**src/rtl/ctm_pkg.sv**
```systemverilog
// Package: register map, field codes and reset values of the compact timer core
package ctm_pkg;

  localparam int unsigned ADDR_W = 8;

  // Register byte addresses
  localparam logic [7:0] ADDR_PIN_SELECT = 8'h00;
  localparam logic [7:0] ADDR_CONTROL_0  = 8'h04;
  localparam logic [7:0] ADDR_CONTROL_1  = 8'h08;
  localparam logic [7:0] ADDR_CNT_LOW    = 8'h0C;
  localparam logic [7:0] ADDR_CNT_HIGH   = 8'h10;
  localparam logic [7:0] ADDR_CMPA_LOW   = 8'h14;
  localparam logic [7:0] ADDR_CMPA_HIGH  = 8'h18;
  localparam logic [7:0] ADDR_PERIOD     = 8'h1C;

  // Reset values
  localparam logic [4:0]  RST_PIN_SELECT = 5'h00;
  localparam logic [7:0]  RST_BYTE       = 8'h00;
  localparam logic [15:0] RST_WORD       = 16'h0000;

  // Clock select codes
  localparam logic [2:0] CK_SYS_DIV4  = 3'h0;
  localparam logic [2:0] CK_SYS       = 3'h1;
  localparam logic [2:0] CK_HIGH_D16  = 3'h2;
  localparam logic [2:0] CK_HIGH_D64  = 3'h3;
  localparam logic [2:0] CK_SUB       = 3'h4;
  localparam logic [2:0] CK_RESERVED  = 3'h5;
  localparam logic [2:0] CK_EXT_RISE  = 3'h6;
  localparam logic [2:0] CK_EXT_FALL  = 3'h7;

  // Prescaler terminal counts
  localparam logic [5:0] DIV4_MASK  = 6'h03;
  localparam logic [5:0] DIV16_MASK = 6'h0F;
  localparam logic [5:0] DIV64_MASK = 6'h3F;

  // Output action codes
  localparam logic [1:0] ACT_NONE   = 2'h0;
  localparam logic [1:0] ACT_LOW    = 2'h1;
  localparam logic [1:0] ACT_HIGH   = 2'h2;
  localparam logic [1:0] ACT_TOGGLE = 2'h3;

  // Mode encodings follow declaration order: 00, 01, 10, 11
  typedef enum logic [1:0] {
    MODE_COMPARE,
    MODE_UNDEFINED,
    MODE_PWM,
    MODE_TIMER
  } ctm_mode_t;

  typedef struct packed {
    logic       pause_bit;
    logic [2:0] clock_select;
    logic       run_enable;
  } ctm_ctrl0_t;

  typedef struct packed {
    ctm_mode_t  mode_select;
    logic [1:0] output_action;
    logic       output_initial_level;
    logic       output_polarity;
    logic       period_duty_swap;
    logic       clear_select;
  } ctm_ctrl1_t;

  typedef struct packed {
    logic period;
    logic compare_a;
  } ctm_irq_t;

endpackage

```
**src/rtl/ctm_core.sv**
```systemverilog
// Compact 16-bit timer core with APB register slave and pin routing
//
// Our own choices: the register addresses and the APB register port.
`timescale 1ns/1ps

module ctm_core
(
  input  wire logic                       mclk,
  input  wire logic                       nrst,
  input  wire logic                       psel,
  input  wire logic                       penable,
  input  wire logic                       pwrite,
  input  wire logic [ctm_pkg::ADDR_W-1:0] paddr,
  input  wire logic [31:0]                pwdata,
  output logic      [31:0]                prdata,
  output logic                            pready,
  output logic                            pslverr,
  input  wire logic                       external_clock_input,
  input  wire logic                       sub_clock_in,
  input  wire logic                       shared_out_0,
  output logic                            timer_output_0,
  output logic      [4:0]                 pin_route,
  output ctm_pkg::ctm_irq_t               irq
);
  import ctm_pkg::*;

  logic [4:0]  pin_sel;
  ctm_ctrl0_t  ctrl0;
  ctm_ctrl1_t  ctrl1;
  logic [15:0] cnt;
  logic [15:0] cmpa;
  logic [7:0]  period;
  logic [7:0]  hold_buf;
  logic        run_q;
  logic        tout;
  logic [5:0]  prescale;

  // Asynchronous pins: two stages before any use, a third for edges
  logic        ext_s1;
  logic        ext_s2;
  logic        ext_s3;
  logic        sub_s1;
  logic        sub_s2;
  logic        sub_s3;

  wire         setup_rd   = psel & ~penable & ~pwrite;
  wire         setup_any  = psel & ~penable;
  wire         access     = psel & penable;
  wire         wr         = access & pwrite;
  wire         rd         = access & ~pwrite;
  wire [7:0]   addr       = paddr;
  wire [7:0]   wbyte      = pwdata[7:0];

  wire         sel_pin    = (addr == ADDR_PIN_SELECT);
  wire         sel_c0     = (addr == ADDR_CONTROL_0);
  wire         sel_c1     = (addr == ADDR_CONTROL_1);
  wire         sel_cnt_lo = (addr == ADDR_CNT_LOW);
  wire         sel_cnt_hi = (addr == ADDR_CNT_HIGH);
  wire         sel_a_lo   = (addr == ADDR_CMPA_LOW);
  wire         sel_a_hi   = (addr == ADDR_CMPA_HIGH);
  wire         sel_per    = (addr == ADDR_PERIOD);
  wire         mapped     = sel_pin | sel_c0 | sel_c1 | sel_cnt_lo | sel_cnt_hi
                          | sel_a_lo | sel_a_hi | sel_per;

  // Zero wait states: every access phase completes at once
  assign pready = 1'b1;

  wire [7:0]   rd_byte =
      sel_pin    ? {3'h0, pin_sel} :
      sel_c0     ? {ctrl0, 3'h0} :
      sel_c1     ? ctrl1 :
      sel_cnt_hi ? cnt[15:8] :
      sel_a_hi   ? cmpa[15:8] :
      sel_per    ? period :
      (sel_cnt_lo | sel_a_lo) ? hold_buf :
      8'h00;

  // Prescaled and external tick sources
  wire         ext_rise = ext_s2 & ~ext_s3;
  wire         ext_fall = ~ext_s2 & ext_s3;
  wire         sub_rise = sub_s2 & ~sub_s3;

  logic        tick;
  always_comb
  begin
    case (ctrl0.clock_select)
      CK_SYS_DIV4: tick = ((prescale & DIV4_MASK) == DIV4_MASK);
      CK_SYS:      tick = 1'b1;
      CK_HIGH_D16: tick = ((prescale & DIV16_MASK) == DIV16_MASK);
      CK_HIGH_D64: tick = ((prescale & DIV64_MASK) == DIV64_MASK);
      CK_SUB:      tick = sub_rise;
      CK_EXT_RISE: tick = ext_rise;
      CK_EXT_FALL: tick = ext_fall;
      default:     tick = 1'b0;
    endcase
  end

  wire         run_edge  = ctrl0.run_enable & ~run_q;
  wire         count_en  = tick & ctrl0.run_enable & ~ctrl0.pause_bit;
  wire         is_pwm    = (ctrl1.mode_select == MODE_PWM);
  wire         is_timer  = (ctrl1.mode_select == MODE_TIMER);
  wire         is_cmp    = (ctrl1.mode_select == MODE_COMPARE);

  // Period hit on the last count of 256*P; P of zero means full wrap
  wire [7:0]   per_m1    = 8'(period - 8'h01);
  wire         p_match   = count_en & (cnt[15:8] == per_m1)
                         & (cnt[7:0] == 8'hFF);
  wire         a_match   = count_en & (cnt == cmpa);
  wire         clr_on_a  = is_pwm ? ctrl1.period_duty_swap
                                  : ctrl1.clear_select;
  wire         auto_clr  = clr_on_a ? a_match : p_match;

  logic [15:0] next_cnt;
  always_comb
  begin
    if (run_edge)
      next_cnt = RST_WORD;
    else if (auto_clr)
      next_cnt = RST_WORD;
    else if (count_en)
      next_cnt = 16'(cnt + 16'h0001);
    else
      next_cnt = cnt;
  end

  // PWM duty reference depends on the period/duty swap
  wire [15:0]  duty      = ctrl1.period_duty_swap ? {period, 8'h00} : cmpa;
  wire         act_lvl   = ctrl1.output_initial_level;
  wire         pwm_lvl   =
      (ctrl1.output_action == ACT_LOW)  ? act_lvl :
      (ctrl1.output_action == ACT_HIGH) ? ((cnt < duty) ? act_lvl : ~act_lvl) :
      ~act_lvl;

  wire         raw_out   = is_pwm ? pwm_lvl : tout;
  wire         final_out = is_timer ? 1'b0 : (raw_out ^ ctrl1.output_polarity);

  logic        next_tout;
  always_comb
  begin
    next_tout = tout;
    if (run_edge)
      next_tout = act_lvl;
    else if (is_cmp & a_match)
    begin
      case (ctrl1.output_action)
        ACT_LOW:    next_tout = 1'b0;
        ACT_HIGH:   next_tout = 1'b1;
        ACT_TOGGLE: next_tout = ~tout;
        default:    next_tout = tout;
      endcase
    end
  end

  // Synchronisers
  always_ff @(posedge mclk or negedge nrst)
  begin
    if (!nrst)
    begin
      ext_s1 <= 1'b0;
      ext_s2 <= 1'b0;
      ext_s3 <= 1'b0;
      sub_s1 <= 1'b0;
      sub_s2 <= 1'b0;
      sub_s3 <= 1'b0;
    end
    else
    begin
      ext_s1 <= external_clock_input;
      ext_s2 <= ext_s1;
      ext_s3 <= ext_s2;
      sub_s1 <= sub_clock_in;
      sub_s2 <= sub_s1;
      sub_s3 <= sub_s2;
    end
  end

  // Counter, prescaler and output state
  always_ff @(posedge mclk or negedge nrst)
  begin
    if (!nrst)
    begin
      cnt      <= RST_WORD;
      run_q    <= 1'b0;
      tout     <= 1'b0;
      prescale <= 6'h00;
      irq      <= '0;
    end
    else
    begin
      cnt           <= next_cnt;
      run_q         <= ctrl0.run_enable;
      tout          <= next_tout;
      prescale      <= 6'(prescale + 6'h01);
      irq.period    <= p_match;
      irq.compare_a <= a_match;
    end
  end

  // Pin mux: one timer output, enables exported for the other pins
  always_ff @(posedge mclk or negedge nrst)
  begin
    if (!nrst)
      timer_output_0 <= 1'b0;
    else
      timer_output_0 <= pin_sel[0] ? final_out : shared_out_0;
  end

  assign pin_route = pin_sel;

  // Register writes and buffer transfers
  always_ff @(posedge mclk or negedge nrst)
  begin
    if (!nrst)
    begin
      pin_sel  <= RST_PIN_SELECT;
      ctrl0    <= '0;
      ctrl1    <= '0;
      cmpa     <= RST_WORD;
      period   <= RST_BYTE;
      hold_buf <= RST_BYTE;
    end
    else
    begin
      if (wr & sel_pin)
        pin_sel <= wbyte[4:0];
      if (wr & sel_c0)
        ctrl0 <= wbyte[7:3];
      if (wr & sel_c1)
        ctrl1 <= wbyte;
      if (wr & sel_per)
        period <= wbyte;
      // Low byte latched with the high read data: one snapshot of the pair
      if (wr & sel_a_lo)
        hold_buf <= wbyte;
      else if (setup_rd & sel_cnt_hi)
        hold_buf <= cnt[7:0];
      else if (setup_rd & sel_a_hi)
        hold_buf <= cmpa[7:0];
      if (wr & sel_a_hi)
        cmpa <= {wbyte, hold_buf};
    end
  end

  // Read data and error captured in setup, presented in access
  always_ff @(posedge mclk or negedge nrst)
  begin
    if (!nrst)
    begin
      prdata  <= 32'h0000_0000;
      pslverr <= 1'b0;
    end
    else if (setup_any)
    begin
      prdata  <= setup_rd ? {24'h00_0000, rd_byte} : 32'h0000_0000;
      pslverr <= ~mapped;
    end
  end
endmodule // ctm_core

```
**config.mk**
```make
export PLATFORM = sky130hd
export DESIGN_NAME = ctm_core
export DESIGN_NICKNAME = d
export VERILOG_FILES = /design/src/rtl/ctm_pkg.sv /design/src/rtl/ctm_core.sv
export SDC_FILE = /design/constraint.sdc
export NUM_CORES = 1
export LEC_CHECK = 0
export BUFFER_PORTS_ARGS = -buffer_cell sky130_fd_sc_hd__buf_4
export CAP_MARGIN = 20
export CORE_MARGIN = 8
export CORE_UTILIZATION = 25
export CTS_CLUSTER_DIAMETER = 30
export DETAILED_ROUTE_END_ITERATION = 6
export PLACE_DENSITY = 0.41
export SLEW_MARGIN = 20
export SYNTH_ARGS = -nofsm -noshare
export SYNTH_HDL_FRONTEND = slang
export SYNTH_SLANG_ARGS = --single-unit
```
**constraint.sdc**
```tcl
create_clock -name mclk -period 2.7 [get_ports mclk]
set_clock_uncertainty 0.15 [all_clocks]
set_input_delay 0.54 -clock mclk [delete_from_list [all_inputs] [get_ports mclk]]
set_output_delay 0.54 -clock mclk [all_outputs]
set_load 0.05 [all_outputs]
```
Yosys cells after proc, flatten, opt, wreduce, memory -nomap -nowiden. Index checks and enable logic that the tools add are counted.

Memory bits (read-only): 0. Output and inout port bits: 42. Bits in registers: 116. Input port bits: 48. Latch bits: 0. Memories kept: 0. Memory bits (writable): 0.

Reductions and logical operators: 8. Muxes and demuxes: 27. Bitwise logic cells: 41. Magnitude comparators: 1. Eq/ne operators: 24. Divide/modulo/power cells: 0. Multipliers: 0. Add/subtract/negate cells: 3. Shift-type cells: 0.

Operator list (count): two-way mux 8 bit (11); two-way mux 16 bit (4); == test 8 x 5 -> 1 bit (second input constant) (4); bitwise AND 1 bit (22); adder 16 x 1 -> 16 bit (second input constant) (1); == test 16 bit (1); == test 8 x 4 -> 1 bit (second input constant) (2); less-than comparator 16 bit (1); == test 2 bit (second input constant) (5); two-way mux 1 bit (10); NOT 1 bit (10); == test 3 bit (second input constant) (3); == test 8 x 3 -> 1 bit (second input constant) (1); == test 8 bit (1); == test 8 bit (second input constant) (1); logical NOT 8 bit (1); bitwise OR 1 bit (8); subtractor 8 x 1 -> 8 bit (second input constant) (1); one-hot mux 1 bit (7 select lines) (1); adder 6 x 1 -> 6 bit (second input constant) (1); == test 3 x 2 -> 1 bit (second input constant) (2); == test 6 bit (second input constant) (1); nonzero test 3 bit (2); == test 4 bit (second input constant) (1); 9 further kinds (9).

Depth between registers and ports, before layout.
Depth in word-level cells: 10. Depth in mapped cells: 11. Gate-level depth less buffers: 9.

Worst setup path before layout. No wires, ideal clock.

Kind: reg2reg. From: register ctrl1[1] (netlist name). To: register timer_output_0. Data arrival time: 2558 ps. Slack: -103 ps. Cell stages (with the launch flop): 12. Setup time: 95 ps. Path buffers: 2. Cells stage by stage: dfrtp_1 clkbuf_1 buf_1 mux2i_1 ha_1 a21oi_1 o21ai_0 a2111oi_0 o41ai_1 a21oi_1 xnor2_1 o31ai_1.

Cells in the longest elaborated chain, start to end: 9.

Ends and longest elaborated chain: start: declaration (RTL line ctm_core.sv:29) `ctm_ctrl1_t ctrl1;`; start signal: assignment (RTL line ctm_core.sv:229) `ctrl1 <= wbyte;`; two-way mux 16 bit (RTL line ctm_core.sv:127) `wire [15:0] duty = ctrl1.period_duty_swap ? {period, 8'h00} : cmpa;`; less-than comparator 16 bit (RTL line ctm_core.sv:131) `(ctrl1.output_action == ACT_HIGH) ? ((cnt < duty) ? act_lvl : ~act_lvl) :`; two-way mux 1 bit (2 in a row) (RTL line ctm_core.sv:131); two-way mux 1 bit (RTL line ctm_core.sv:130) `(ctrl1.output_action == ACT_LOW) ? act_lvl :`; two-way mux 1 bit (RTL line ctm_core.sv:134) `wire raw_out = is_pwm ? pwm_lvl : tout;`; bitwise XOR 1 bit (RTL line ctm_core.sv:135) `wire final_out = is_timer ? 1'b0 : (raw_out ^ ctrl1.output_polarity);`; two-way mux 1 bit (RTL line ctm_core.sv:135); two-way mux 1 bit (RTL line ctm_core.sv:205) `timer_output_0 <= pin_sel[0] ? final_out : shared_out_0;`; end signal: assignment (RTL line ctm_core.sv:205); end: declaration (RTL line ctm_core.sv:21) `output logic timer_output_0,`.

Every way passes these cells. A chain may end at the register's enable or synchronous reset.

Worst setup path in the final report.
From: register prescale[0]. To: register cnt[0].

Cells in the longest elaborated chain, start to end: 9.

Ends and longest elaborated chain: start: declaration (RTL line ctm_core.sv:36) `logic [5:0] prescale;`; start signal: assignment (RTL line ctm_core.sv:193) `prescale <= 6'(prescale + 6'h01);`; == test 6 bit (tied with other cells) (RTL line ctm_core.sv:90) `CK_HIGH_D64: tick = ((prescale & DIV64_MASK) == DIV64_MASK);`; one-hot mux 1 bit (7 select lines) * (RTL line ctm_core.sv:86) `case (ctrl0.clock_select)`; bitwise AND 1 bit * (2 in a row) (RTL line ctm_core.sv:99) `wire count_en = tick & ctrl0.run_enable & ~ctrl0.pause_bit;`; bitwise AND 1 bit (RTL line ctm_core.sv:106) `wire p_match = count_en & (cnt[15:8] == per_m1)`; bitwise AND 1 bit (RTL line ctm_core.sv:107) `& (cnt[7:0] == 8'hFF);`; two-way mux 1 bit (RTL line ctm_core.sv:111) `wire auto_clr = clr_on_a ? a_match : p_match;`; two-way mux 16 bit (RTL line ctm_core.sv:118) `else if (auto_clr)`; two-way mux 16 bit (RTL line ctm_core.sv:116) `if (run_edge)`; end signal: assignment (RTL line ctm_core.sv:190) `cnt <= next_cnt;`; end: declaration (RTL line ctm_core.sv:30) `logic [15:0] cnt;`.

Every way passes the cells marked *; elsewhere a longest branch is shown, timed or not.

==> impl_metrics.tcl <==
set metrics [dict create \
    hold_viol 0 \
    place_congestion 0.8106 \
    via_per_inst 4.766 \
    dieArea_um2 27500 \
    synth_top_area_share_pct 41.02 \
    critPathArrivalTime_ps 2670 \
    grt.total_usage_pct 12.29 \
    netlist_area_um2 5613 \
    startpoint "prescale[0]$_DFF_PN0_" \
    synth_cell_types 63 \
    grt_max_degree 57 \
    overflow 0 \
    dp.cells 899 \
    nets 698 \
    ant_nets 0 \
    placed_cell_area_um2 6441 \
    status "finished clean" \
    cp-start-kind "flip-flop" \
    worstRegToRegCells 8 \
    grt_pass1_vias 4489 \
    yosys_warnings 0 \
    tns_ps 0 \
    worstReg2RegEnd "cnt[0]$_DFFE_PN0P_" \
    timing.fmax_mhz 386.5 \
    vias 4380 \
    synth_area_leaders "dfrtp_1 41%, mux2_2 8.8%, mux2i_1 5.2%" \
    worst_pin_slew_ps 510.0 \
    worstSetupPathType "flip-flop to flip-flop" \
    fill_cells 2317 \
    pwr_density_cell_nw_per_um2 446.5 \
    cp_slowest_cell "a221o_1" \
    regToRegStartpoint "prescale[0]$_DFF_PN0_" \
    die_x_um 165.8 \
    dp_hpwl_um 12710 \
    clk-insertion-delay-late_ps 350 \
    drv_slew 0 \
    area_growth_pct 21.87 \
    crit_fanout 21 \
    core_um2 22370 \
    clk_path_buf_depth 2 \
    cts_buffers 9 \
    cts_tree "yes" \
    drt_wl_total_um 16510 \
    synthFlopType "dfrtp_1" \
    grt_pass1_wl_um 26560 \
    synth_top_cells_by_count "92 x dfrtp_1, 44 x mux2_2, 40 x nand2_1" \
    synth.yosys.seq_area_share_pct 41.02 \
    num_antenna_cells 0 \
    relSlewSlack_pct 65.93 \
    cts.clk_slew.worst_paths_ps 70 \
    crit_chain "ha_2 -> nand3_2 -> a221o_1 -> a2111oi_4 -> o211a_4 -> a311oi_4 -> buf_12 -> mux2_2" \
    p_leak_nw 3.247 \
    placementRows 55 \
    dp_slack_ps -65.19 \
    min_period_ps 2587 \
    postSynthCellCount 556 \
    routedWlPerCell_um 17.97 \
    drive_gt1_share_pct 26.34 \
    yosysMostFrequentCell "dfrtp_1" \
    cp-endpoint "cnt[0]$_DFFE_PN0P_" \
    required_ps 2790 \
    fin_util_pct 30.58 \
    initial_utilization_pct 25.10 \
    hp-start "sub_clock_in" \
    end_kind "flip-flop" \
    finalNonFillerCells 919 \
    ir_worst_vdd_v 0.0002675 \
    yosysTopAreaCell "dfrtp_1" \
    max-cap-violations 0 \
    antenna_found_initial 0 \
    cp_slowest_stage_delay_ps 420 \
    reg2reg_slack_ps 110 \
    root_buffer "clkbuf_16" \
    async_flop_share_pct 100.0 \
    avgSynthCellArea_um2 10.10 \
    final-setup-viol-count 0 \
    io_pins 90 \
    finalWorstSetupSlack_ps 113.0 \
    io_buffers 40 \
    synth_edf_count 0 \
    first_iter_violations 206 \
    first_pass_iters 4 \
    stdcell_area_um2 6840 \
    clock_sinks 92 \
    period_share_pct 95.82 \
    cts_max_level 3 \
    die_h_um 165.8 \
    ys_ff_latch 92 \
    drc_errors 0 \
    hold_path.class "input pin to flip-flop" \
]
-- per-stage QoR --
step                      power (mW)  hold slack [ps]
after floorplan                1.656            94.41
after global placement         1.752            187.5
after detailed placement       1.756            191.3
after CTS                      3.100            131.6
after global routing           3.192            126.6
final                          3.054            144.3
-- worst min-delay path by stage --
stage | endpoint | slack (ps) | cells after the start
2_1_floorplan | act_lvl$_DFFE_PN0P_ | 90 | 0
3_3_place_gp | sub_s2$_DFF_PN0_ | 190 | 0
3_5_place_dp | sub_s2$_DFF_PN0_ | 190 | 0
4_1_cts | ext_s1$_DFF_PN0_ | 130 | 1
5_1_grt | ext_s1$_DFF_PN0_ | 130 | 1
6_report | sub_s1$_DFF_PN0_ | 140 | 1
-- cell usage in the layout, fill, tap and decap left out, types with 13 or more instances in the layout --
master	instances
a21oi_1	25
buf_4	87
conb_1	25
dfrtp_1	90
ha_1	20
inv_1	17
mux2_2	44
mux2i_1	29
nand2_1	40
nand2b_1	14
nor2_1	27
nor3_1	13
o21ai_0	21
xor2_1	24
-- layer usage --
| metal | wire length [um] | track usage, % | vias up | share of wire (%) |
|---|---|---|---|---|
| met5 | 0 | 0 | - | 0 |
| met4 | 129 | 2.648 | 0 | 0.78 |
| met3 | 717 | 3.114 | 10 | 4.3 |
| met2 | 7978 | 20.20 | 79 | 48 |
| met1 | 7685 | 16.00 | 2190 | 47 |
| li1 | - | - | 2101 | - |
-- logic make-up after synthesis --
family	share of synthesized area [%]
muxes	14.00
other	0.1338
and+or+nand+nor	15.29
AOI/OAI and AO/OA	13.31
xor gates and xnor gates	4.993
adders and majority gates	4.681
DFF	41.02
buffers and inverters	6.576
-- critical path, delay by kind of cell, from the launching register on --
kind / cells / cell delay, ps
AND/OR/NAND/NOR: 1 / 80
AO/OA/AOI/OAI: 4 / 1180
flip-flops: 1 / 380
adder cells (fa/ha/maj): 1 / 220
buffers and inverters: 1 / 190
multiplexers: 1 / 260
-- area by class of cell --
cell class | count | area (um^2) | area share, %
well taps | 285 | 356.6 | 5.213
repair buffers | 91 | 723.2 | 10.57
clock inverters | 6 | 71.32 | 1.043
multi-input cells | 418 | 3092 | 45.20
clock buffers | 10 | 229.0 | 3.347
inverters | 17 | 63.81 | 0.9329
flip-flops and latches | 92 | 2305 | 33.69
-- where the power goes --
| part | internal, mW | switching, mW |
|---|---|---|
| Clock | 0.727 | 0.592 |
| Sequential | 1.40 | 0.0243 |
| Combinational | 0.0949 | 0.216 |
| Total | 2.22 | 0.832 |
-- repair_timing --
item                                    CTS  global route
resized for setup                         2            13
hold endpoints to repair                 13             0
hold buffers                              1             0
gates cloned                              0             0
pin swaps                                 1             4
endpoints found under the setup margin    9            13
buffers inserted                          0             3
-- registers in the layout, summed over array words and instances, names as in the netlist, 2 cells and up --
name       count
cnt           16
ctrl0          5
prdata         8
prescale       6
hold_buf       8
period         8
pin_route      5
irq            2
ctrl1          7
cmpa          16
No activity file was read; power rests on OpenSTA's default activity.
